--- src/hw/pwr_seq_defs.vh ---
// Function
// Four modes plus hibernate, each with settings
// Each peripheral clock enabled on its own
// Full-on: PLL running, unbypassed; default state
// Active: PLL bypassed, clocks at input rate
// Multiplier written in active applies at full-on
// Active: DMA reaches level-one and level-two memory
// Active: PLL may be switched off
// Re-enable PLL before full-on or sleep request
// Sleep: core clock stopped, PLL and system run
// Sleep wakeup samples bypass bit for resume
// Sleep: DMA only to external memory
// Deep sleep: core and system clocks stopped
// Deep sleep: asynchronous peripherals denied access
// Deep sleep left only by reset interrupt
// Deep sleep exit: bypass picks active or full-on
// Frequency field 00 enters hibernate, supply off
// Hibernate: external pins high impedance
// Reset pin wakes regulator and restarts processor
// Clock gating free of glitches and runt pulses
// Hardware reset enters full-on unless bypass set
`ifndef PWR_SEQ_DEFS_VH
`define PWR_SEQ_DEFS_VH

// ****************************************
// Mode encoding, one-hot
// ****************************************
`define MODE_W          5
`define MODE_FULL_ON    5'h01
`define MODE_ACTIVE     5'h02
`define MODE_SLEEP      5'h04
`define MODE_DEEP_SLEEP 5'h08
`define MODE_HIBERNATE  5'h10

// ****************************************
// Widths and field values
// ****************************************
`define MULT_W          6
`define MULT_RESET      6'h0a
`define REGULATOR_FREQUENCY_FIELD_W          2
`define REGULATOR_FREQUENCY_FIELD_OFF        2'h0
`define PERIPH_N        8
`define SYNC_STAGES     3

`endif

--- src/hw/pin_sync.v ---
`timescale 1ns/1ns
`include "pwr_seq_defs.vh"

module pin_sync (
  // Clock and reset
  input  wire clk_i,
  input  wire rst_i,
  // Pin in, clean level out
  input  wire pin_i,
  output reg  level_o
);

  reg [`SYNC_STAGES-1:0] stage_r;

  // Only stages two and three are compared; stage one feeds stage two alone
  always @(posedge clk_i) begin
    if (rst_i) begin
      stage_r <= {`SYNC_STAGES{1'b0}};
      level_o <= 1'b0;
    end else begin
      stage_r <= {stage_r[`SYNC_STAGES-2:0], pin_i};
      if (stage_r[`SYNC_STAGES-2] == stage_r[`SYNC_STAGES-1]) begin
        level_o <= stage_r[`SYNC_STAGES-1];
      end
    end
  end

endmodule // pin_sync

--- src/hw/power_mode_sequencer.v ---
`timescale 1ns/1ns
`include "pwr_seq_defs.vh"

module power_mode_sequencer (
  // Clock and reset
  input  wire                  CLK_SYS_I,
  input  wire                  RESET_I,
  // Mode requests, one-cycle pulses from software
  input  wire                  REQ_FULL_ON_I,
  input  wire                  REQ_ACTIVE_I,
  input  wire                  REQ_SLEEP_I,
  input  wire                  REQ_DEEP_SLEEP_I,
  // PLL control register bits
  input  wire                  PLL_BYPASS_I,
  input  wire                  PLL_DISABLE_I,
  input  wire [`MULT_W-1:0]    PLL_MULT_I,
  input  wire                  PLL_MULT_WR_I,
  // Regulator control register frequency field
  input  wire [`REGULATOR_FREQUENCY_FIELD_W-1:0]    REG_REGULATOR_FREQUENCY_FIELD_I,
  input  wire                  REG_REGULATOR_FREQUENCY_FIELD_WR_I,
  // Peripheral clock enables
  input  wire [`PERIPH_N-1:0]  PERIPH_CLK_REQ_I,
  // External pins, asynchronous
  input  wire                  WAKEUP_PIN_I,
  input  wire                  RESET_PIN_N_I,
  // Mode and PLL
  output reg  [`MODE_W-1:0]    MODE_O,
  output reg                   PLL_EN_O,
  output reg                   PLL_BYPASS_O,
  output reg  [`MULT_W-1:0]    PLL_MULT_O,
  // Clock enables
  output reg                   CORE_CLK_EN_O,
  output reg                   SYS_CLK_EN_O,
  output reg  [`PERIPH_N-1:0]  PERIPH_CLK_EN_O,
  // Access permissions
  output reg                   DMA_L1L2_ALLOW_O,
  output reg                   DMA_EXT_ALLOW_O,
  output reg                   ASYNC_ACCESS_ALLOW_O,
  // Supply and pins
  output reg                   CORE_POWER_O,
  output reg                   PIN_HIZ_O,
  output reg                   RESTART_O
);

  // ****************************************
  // Pin synchronisers
  // ****************************************
  wire wakeup_lvl;
  wire rst_pin_n_lvl;
  reg  rst_pin_n_d_r;
  wire rst_pin_evt;

  pin_sync u_wake_sync (
    .clk_i   (CLK_SYS_I),
    .rst_i   (RESET_I),
    .pin_i   (WAKEUP_PIN_I),
    .level_o (wakeup_lvl)
  );

  pin_sync u_rstpin_sync (
    .clk_i   (CLK_SYS_I),
    .rst_i   (RESET_I),
    .pin_i   (RESET_PIN_N_I),
    .level_o (rst_pin_n_lvl)
  );

  // Falling edge of the clean reset pin level is the reset interrupt
  assign rst_pin_evt = rst_pin_n_d_r & ~rst_pin_n_lvl;

  // ****************************************
  // Mode state machine
  // ****************************************
  reg [`MODE_W-1:0] mode_r;
  reg [`MODE_W-1:0] mode_nxt;
  reg               boot_r;
  reg               restart_nxt;
  wire [`MODE_W-1:0] resume_mode;
  wire               pll_off_act;

  // Bypass bit decides where a restart or wakeup lands
  assign resume_mode = PLL_BYPASS_I ? `MODE_ACTIVE : `MODE_FULL_ON;
  // PLL shutdown honoured only in active mode
  assign pll_off_act = (mode_r == `MODE_ACTIVE) & PLL_DISABLE_I;

  always @* begin
    mode_nxt    = mode_r;
    restart_nxt = 1'b0;
    if (rst_pin_evt) begin
      // Reset pin wakes the regulator and restarts from any mode
      mode_nxt    = resume_mode;
      restart_nxt = 1'b1;
    end else if (boot_r) begin
      mode_nxt = resume_mode;
    end else if (REG_REGULATOR_FREQUENCY_FIELD_WR_I && REG_REGULATOR_FREQUENCY_FIELD_I == `REGULATOR_FREQUENCY_FIELD_OFF &&
                 mode_r != `MODE_HIBERNATE &&
                 mode_r != `MODE_DEEP_SLEEP) begin
      // Deep sleep ends on the reset pin alone, so no write may leave it
      mode_nxt = `MODE_HIBERNATE;
    end else begin
      case (mode_r)
        `MODE_FULL_ON: begin
          if (REQ_DEEP_SLEEP_I) begin
            mode_nxt = `MODE_DEEP_SLEEP;
          end else if (REQ_SLEEP_I) begin
            mode_nxt = `MODE_SLEEP;
          end else if (REQ_ACTIVE_I) begin
            mode_nxt = `MODE_ACTIVE;
          end
        end
        `MODE_ACTIVE: begin
          // Defensive: a sleep or full-on request against a stopped PLL is held off
          if (REQ_DEEP_SLEEP_I) begin
            mode_nxt = `MODE_DEEP_SLEEP;
          end else if (REQ_SLEEP_I && !PLL_DISABLE_I) begin
            mode_nxt = `MODE_SLEEP;
          end else if (REQ_FULL_ON_I && !PLL_DISABLE_I) begin
            mode_nxt = `MODE_FULL_ON;
          end
        end
        `MODE_SLEEP: begin
          if (wakeup_lvl) begin
            mode_nxt = resume_mode;
          end
        end
        `MODE_DEEP_SLEEP: begin
          mode_nxt = mode_r;
        end
        `MODE_HIBERNATE: begin
          mode_nxt = mode_r;
        end
        default: begin
          mode_nxt = `MODE_FULL_ON;
        end
      endcase
    end
  end

  // ****************************************
  // Per-mode settings
  // ****************************************
  reg core_tgt;
  reg sys_tgt;

  always @* begin
    core_tgt = 1'b0;
    sys_tgt  = 1'b0;
    case (mode_nxt)
      `MODE_FULL_ON: begin
        core_tgt = 1'b1;
        sys_tgt  = 1'b1;
      end
      `MODE_ACTIVE: begin
        core_tgt = 1'b1;
        sys_tgt  = 1'b1;
      end
      `MODE_SLEEP: begin
        sys_tgt  = 1'b1;
      end
      `MODE_DEEP_SLEEP: begin
        sys_tgt  = 1'b0;
      end
      `MODE_HIBERNATE: begin
        sys_tgt  = 1'b0;
      end
      default: begin
        sys_tgt  = 1'b0;
      end
    endcase
  end

  // ****************************************
  // Multiplier staging
  // ****************************************
  reg [`MULT_W-1:0] mult_pend_r;
  reg [`MULT_W-1:0] mult_pend_nxt;

  always @* begin
    mult_pend_nxt = PLL_MULT_WR_I ? PLL_MULT_I : mult_pend_r;
  end

  // ****************************************
  // Registers
  // ****************************************
  always @(posedge CLK_SYS_I) begin
    if (RESET_I) begin
      mode_r               <= `MODE_FULL_ON;
      boot_r               <= 1'b1;
      // Synced level restarts low; a high history here would fake a pin edge
      rst_pin_n_d_r        <= 1'b0;
      mult_pend_r          <= `MULT_RESET;
      MODE_O               <= `MODE_FULL_ON;
      PLL_EN_O             <= 1'b1;
      PLL_BYPASS_O         <= 1'b0;
      PLL_MULT_O           <= `MULT_RESET;
      CORE_CLK_EN_O        <= 1'b0;
      SYS_CLK_EN_O         <= 1'b0;
      DMA_L1L2_ALLOW_O     <= 1'b0;
      DMA_EXT_ALLOW_O      <= 1'b0;
      ASYNC_ACCESS_ALLOW_O <= 1'b0;
      CORE_POWER_O         <= 1'b1;
      PIN_HIZ_O            <= 1'b0;
      RESTART_O            <= 1'b0;
    end else begin
      mode_r        <= mode_nxt;
      boot_r        <= 1'b0;
      rst_pin_n_d_r <= rst_pin_n_lvl;
      mult_pend_r   <= mult_pend_nxt;
      MODE_O        <= mode_nxt;
      RESTART_O     <= restart_nxt;
      // New multiplier reaches the PLL only in full-on
      if (mode_nxt == `MODE_FULL_ON) begin
        PLL_MULT_O <= mult_pend_nxt;
      end
      PLL_EN_O <= (mode_nxt == `MODE_FULL_ON) | (mode_nxt == `MODE_SLEEP) |
                  ((mode_nxt == `MODE_ACTIVE) & ~pll_off_act);
      PLL_BYPASS_O <= (mode_nxt == `MODE_ACTIVE);
      // Stop core before system; start system before core
      CORE_CLK_EN_O <= core_tgt & SYS_CLK_EN_O;
      SYS_CLK_EN_O  <= sys_tgt | CORE_CLK_EN_O;
      DMA_L1L2_ALLOW_O <= (mode_nxt == `MODE_FULL_ON) |
                          (mode_nxt == `MODE_ACTIVE);
      DMA_EXT_ALLOW_O  <= (mode_nxt == `MODE_FULL_ON) |
                          (mode_nxt == `MODE_ACTIVE) |
                          (mode_nxt == `MODE_SLEEP);
      ASYNC_ACCESS_ALLOW_O <= (mode_nxt != `MODE_DEEP_SLEEP) &
                              (mode_nxt != `MODE_HIBERNATE);
      CORE_POWER_O <= (mode_nxt != `MODE_HIBERNATE);
      PIN_HIZ_O    <= (mode_nxt == `MODE_HIBERNATE);
    end
  end

  // ****************************************
  // Peripheral clock enables
  // ****************************************
  genvar gi;
  generate
    for (gi = 0; gi < `PERIPH_N; gi = gi + 1) begin : g_periph
      // Follows the registered system enable, so stops one cycle after it
      always @(posedge CLK_SYS_I) begin
        if (RESET_I) begin
          PERIPH_CLK_EN_O[gi] <= 1'b0;
        end else begin
          PERIPH_CLK_EN_O[gi] <= PERIPH_CLK_REQ_I[gi] & SYS_CLK_EN_O;
        end
      end
    end
  endgenerate

endmodule // power_mode_sequencer

--- config.mk ---
export PLATFORM = sky130hd
export DESIGN_NAME = power_mode_sequencer
export DESIGN_NICKNAME = d
export VERILOG_FILES = /design/src/hw/pin_sync.v /design/src/hw/power_mode_sequencer.v
export VERILOG_INCLUDE_DIRS = /design/src /design/src/hw
export SDC_FILE = /design/constraint.sdc
export NUM_CORES = 1
export LEC_CHECK = 0
export BUFFER_PORTS_ARGS = -buffer_cell sky130_fd_sc_hd__buf_2
export CORE_ASPECT_RATIO = 1.1
export CORE_MARGIN = 1.5
export CORE_UTILIZATION = 45
export CTS_BUF_LIST = sky130_fd_sc_hd__clkbuf_4 sky130_fd_sc_hd__clkbuf_8
export CTS_CLUSTER_SIZE = 14
export DETAILED_ROUTE_END_ITERATION = 7
export HOLD_SLACK_MARGIN = 0.08
export PLACE_DENSITY = 0.7
export SETUP_SLACK_MARGIN = 0.1
export SKIP_LAST_GASP = 1
export SYNTH_ARGS = -nofsm -noshare
export SYNTH_HDL_FRONTEND = slang
export SYNTH_SLANG_ARGS = --single-unit
export TNS_END_PERCENT = 20
--- constraint.sdc ---
create_clock -name CLK_SYS_I -period 2.3 [get_ports CLK_SYS_I]
set_input_delay 0.46 -clock CLK_SYS_I [delete_from_list [all_inputs] [get_ports CLK_SYS_I]]
set_output_delay 0.46 -clock CLK_SYS_I [all_outputs]
set_load 0.02 [all_outputs]
## After elaboration in Yosys (flattened, before gate mapping)

Index checks and enable logic that the tools add are counted.

- Flip-flop bits (word level): 45
- Input bits: 28
- Logic and storage cells: 89

- Equality and inequality tests: 15
- Muxes and demuxes: 17
- Bitwise gates (word level): 20
- Reductions and logical operators: 10

Operators with widths:

| cell | count |
|---|---|
| $mux 5 | 10 |
| $pmux 5 s4 | 1 |
| $and 1x1->1 | 13 |
| $eq 5x1->1 const B | 2 |
| $eq 5x2->1 const B | 2 |
| $eq 5x3->1 const B | 2 |
| $eq 5x5->1 const B | 2 |
| $ne 5x4->1 const B | 2 |
| $ne 5x5->1 const B | 2 |
| $mux 6 | 1 |
| $eq 5x4->1 const B | 1 |
| $logic_and 1x1->1 | 5 |
| $or 1x1->1 | 5 |
| $mux 1 | 4 |
| $reduce_or 2->1 | 2 |
| $reduce_or 3->1 | 1 |
| $eq 1x1->1 | 2 |
| $logic_not 2->1 | 1 |
| $mux 2 | 1 |
| $not 1->1 | 2 |
| $logic_not 1->1 | 1 |

## Logic depth before layout (Yosys ltp)

- Depth in word-level cells: 13
- Mapped depth: 7
- Gate-level depth less buffers: 6

## Cells and area by module

Synthesis repeated with hierarchy kept, for this count alone.

- Cells, all modules: 173
- Area total of the unflattened synthesis: 1765.4 um2

By module, submodules not included:

| module | times used | cells each | area each (um2) |
|---|---|---|---|
| power_mode_sequencer | 1 | 153 | 1540.2 |
| pin_sync | 2 | 10 | 112.6 |

## Worst setup path before layout

Ideal clock, no wire load.

- Kind: register to register
- Start point: reg mode_r[1]
- End point: reg PLL_MULT_O[0]
- Library setup time: 0.121 ns
- Arrival: 1.820 ns
- Required time: 2.179 ns
- Setup slack: 0.358 ns
- Stages on the path, launching flop included: 8
- Period minus slack after synthesis: 1.942 ns
- Path through: dfxtp_1 buf_4 xor2_1 o21ai_1 o311ai_2 a21oi_2 nor2_4 mux2_4

- Cells in the longest elaborated chain, start to end: 8

Ends and longest elaborated chain:

| item | line | RTL |
|---|---|---|
| start: declaration | power_mode_sequencer.v:73 | `` reg [`MODE_W-1:0] mode_r; `` |
| start signal: assignment | power_mode_sequencer.v:186 | `` mode_r <= `MODE_FULL_ON; `` |
| start signal: assignment | power_mode_sequencer.v:204 | `mode_r <= mode_nxt;` |
| $mux 5, on equally long branches | power_mode_sequencer.v:116, power_mode_sequencer.v:106 |  |
| $mux 5, on equally long branches | power_mode_sequencer.v:114, power_mode_sequencer.v:104 |  |
| $mux 5, on equally long branches | power_mode_sequencer.v:112, power_mode_sequencer.v:102 |  |
| $pmux 5 s4 | power_mode_sequencer.v:100 | `case (mode_r)` |
| $mux 5 (*) | power_mode_sequencer.v:94 | `` end else if (REG_REGULATOR_FREQUENCY_FIELD_WR_I && REG_REGULATOR_FREQUENCY_FIELD_I == `REGULATOR_FREQUENCY_FIE ... `` |
| $mux 5 (*) | power_mode_sequencer.v:92 | `end else if (boot_r) begin` |
| $mux 5 (*) | power_mode_sequencer.v:88 | `if (rst_pin_evt) begin` |
| $eq 5x1->1 (*) | -- |  |
| end signal: assignment | power_mode_sequencer.v:194 | `` PLL_MULT_O <= `MULT_RESET; `` |
| end signal: assignment | power_mode_sequencer.v:212 | `PLL_MULT_O <= mult_pend_nxt;` |
| end: declaration | power_mode_sequencer.v:30 | `` output reg [`MULT_W-1:0] PLL_MULT_O, `` |

Mark *: on every way between the ends. The rest lies on a longest branch, timed or not.
A chain may end at the register's enable or synchronous reset.

## Worst setup path in the final report

- Start point: reg mode_r[0]
- End point: reg PLL_MULT_O[5]

The elaborated chain is that of the path after synthesis.

==> qor.csv <==
stage,metric,value,unit
run_status,status,"complete, no violations",
sta,fin crit share,87.0,%
logic_synthesis,Post-synth EDFFs,0,
sta,final hold violation count,0,
placed_design,Final GP Congestion,0.851,
final_layout,Fill cells,351,
floorplan,I/O pins,57,
logic_synthesis,"Avg Cell Area, Syn",10.6,um2
clock_tree,clock sink count,45,
setup_path,R2R Setup Slk,0.30,ns
clock_tree,root buf cell,clkbuf_8,
sta,min Tclk post-route,2.00,ns
power,Reg power frac,54.7,%
setup_path,Critical Path RT,2.48,ns
setup_path,critical path class,flip-flop to flip-flop,
power,switching power total,0.411,mW
setup_path,crit-path max cell delay,0.46,ns
logic_synthesis,Synth area leader,dfxtp_1,
logic_synthesis,synthesized flop and latch total,45,
drt,Vias,1315,
sta,RSZ-0062 raised after global routing,no,
floorplan,core area,3630,um2
clock_tree,Post-CTS Hold Buffers,0,
setup_path,CP arrival,2.18,ns
logic_synthesis,adder-cell area share of the yosys netlist,0,%
drt,DRT Wirelength,3430,um
grt,first-pass GRT wire length,4950,um
power,PD cells,735,nW/um2
power,maximum vdd drop,0.000470,V
clock_tree,Clock Tree Buf Depth,2,
grt,largest net degree at the start of global routing,36,
final_layout,Layout area overhead,23.8,%
logic_synthesis,yosys warns,0,
floorplan,die area,4150,um2
final_layout,fin cells,268,
logic_synthesis,Synth top area share,53.1,%
setup_path,Slowest cell on crit path,dfxtp_2,
setup_path,crit-path max FO,10,
grt,initial antenna violation count,0,
logic_synthesis,"top cells by area, synth","dfxtp_1, mux2_4, nor2b_1",
clock_tree,Num CTS Buffers,5,
drt,Via density,4.91,
logic_synthesis,"Distinct cells, synth",42,
final_layout,Register Area,903,um2
logic_synthesis,dominant synthesized flop cell,dfxtp_1,
placed_design,port bufs,56,
setup_path,CP Capture Type,flip-flop,
logic_synthesis,Synth async-reset ratio,0,%
sta,setup violators final,0,
final_layout,fin nets,245,
power,internal power,1.14,mW
min_path,HP Class,primary input to flip-flop,
drt,Routed Antenna Nets,0,
grt,GRT Total Usage,16.4,%
clock_tree,"Reg clk slew, reported paths",0.09,ns
power,combinational share of power,14.6,%
sta,measured slew at the worst slew-check pin,0.573,ns
floorplan,Die Y,67.4,um
logic_synthesis,sequential-to-total area share from yosys stat,53.1,%
sta,Fmax,500,MHz
logic_synthesis,Synth Area in Simple Gates,22.3,%
clock_tree,Clock Latency Late Sink,0.29,ns
floorplan,num rows,23,
placed_design,hpwl dp,2570,um
logic_synthesis,Synth Area in Compound Gates,12.7,%
sta,Final Skew,0.00898,ns
placed_design,placed cells,260,
logic_synthesis,Synth Cell Area,1700,um2
drt,Avg WL per Cell,12.8,um
logic_synthesis,Mapped Cells,160,
power,Net Sw Frac,26.6,%
grt,vias in the first global route,1145,
floorplan,die width,61.6,um
final_layout,area of the multi-input gates,743,um2
logic_synthesis,largest family of logic cells by synthesized area,simple AND/OR/NAND/NOR gates,
sta,setup_tns,0,ns
setup_path,CP cell instances,"xor2_1, o21ai_1, o311ai_2, a21oi_2, nor2_4, mux2_4",
clock_tree,CTS tree,done,
drt,DR iter-0 viols,89,
final_layout,share of post-route cells with drive strength above 1,38.5,%
logic_synthesis,post-synthesis mux area share,7.66,%
sta,Slew HR,61.8,%
final_layout,diode count,0,
power,Clk pwr share,30.7,%
grt,grt ovf,0,
clock_tree,CTS H-tree depth,2,
power,static leakage,0.917,nW
sta,"Slew Viols, Final",0,
job,max-cap viol count,0,
drt,First-pass DRT Iterations,4,
logic_synthesis,xor/xnor share of the synthesized area,1.03,%
logic_synthesis,Synth Net Count,188,
drt,drt drc,0,
setup_path,"CP delay by family, top",compound AO/OA/AOI/OAI gates,
setup_path,Buf/Inv on CP,0,
setup_path,Critical Path Start Type,flip-flop,
floorplan,initial core utilization,46.8,%
[layer usage]
| layer | part of all wire (%) | GRT usage, % |
|---|---|---|
| met3 | 3.4 | 5.17 |
| met5 | 0 | 0 |
| met2 | 53 | 27.2 |
| met1 | 43 | 19.3 |
| met4 | 0.73 | 6.65 |
[registers in the layout, summed over array words and instances, names as in the netlist, 3 cells and up]
name                   flops
PERIPH_CLK_EN_O            8
PLL_MULT_O                 6
mult_pend_r                6
mode_r                     5
u_rstpin_sync.stage_r      3
u_wake_sync.stage_r        3
[Yosys cell counts (3+ instances only)]
cell and count:
clkbuf_1 4, a21oi_1 7, nor2_1 14, and2_1 8, o21ai_0 6, mux2_4 6, nor2b_1 14, nand3b_1 4
nand2_1 6, a31oi_1 3, mux2i_1 4, dfxtp_1 45, inv_1 4
[layout make-up]
cell class	instances	share of cell area, %
Tap cell	50	2.98
Inverter	4	0.714
Timing Repair Buffer	57	13.7
Clock inverter	3	1.01
Sequential cell	45	43.0
Multi-Input combinational cell	104	35.4
Clock buffer	5	3.27
[timing repair]
action	in CTS	in global routing
endpoints found under the setup margin	0	6
gates resized for setup	0	2
setup buffers	0	0
[cells by family (layout without fill, tap and decap cells)]
group | after synthesis | count (layout)
flip-flops | 45 | 45
multiplexers | 10 | 10
XOR/XNOR | 2 | 2
buffers and inverters | 11 | 69
AO/OA/AOI/OAI | 30 | 30
AND/OR/NAND/NOR | 62 | 62
[power groups by stage]
stage / registers (mW) / logic, mW / clock network [mW]
after global routing: 0.850 / 0.244 / 0.528
after detailed placement: 0.863 / 0.226 / 0
final: 0.846 / 0.226 / 0.475
after CTS: 0.845 / 0.227 / 0.493
after floorplan: 0.892 / 0.121 / 0
after global placement: 0.861 / 0.219 / 0
[per-stage QoR]
step                setup slack (ns)  cell area [um2]  hold slack [ns]  util (%)  total power, mW
floorplan                      0.358             1700            0.414         -             1.01
global placement               0.339             2010            0.416      55.4             1.08
detailed placement             0.194             2010            0.426      55.4             1.09
CTS                            0.189             2100            0.355      57.9             1.57
global route                   0.197             2100            0.343      58.0             1.62
finish                         0.300             2100            0.367      58.0             1.55
[path summary, 6_finish.rpt]
kind / from / to / cells after the start
setup / recovery: mode_r[0] / PLL_MULT_O[5] / 6
hold / removal: PERIPH_CLK_REQ_I[1] / PERIPH_CLK_EN_O[1] / 2
setup reg to reg: mode_r[0] / PLL_MULT_O[5] / 6
hold reg to reg: u_wake_sync.stage_r[0] / u_wake_sync.stage_r[1] / 1
[cells in the final DEF, fill, tap and decap left out, types with 2 or more instances in the layout]
cell and instances:
mux2_4 6, mux2i_1 4, nand3b_1 4, a21oi_1 7, a21oi_2 2, nand2b_1 2
nor3b_1 2, or2_2 2, nand2_1 6, dfxtp_2 2, clkbuf_8 5, nor2_1 14
a31oi_1 3, buf_2 56, dfxtp_1 43, inv_1 4, nor3b_2 2, nor2b_1 14
a211o_1 2, o21ai_0 6, and2_1 8
(Power assumes the default switching activity.)
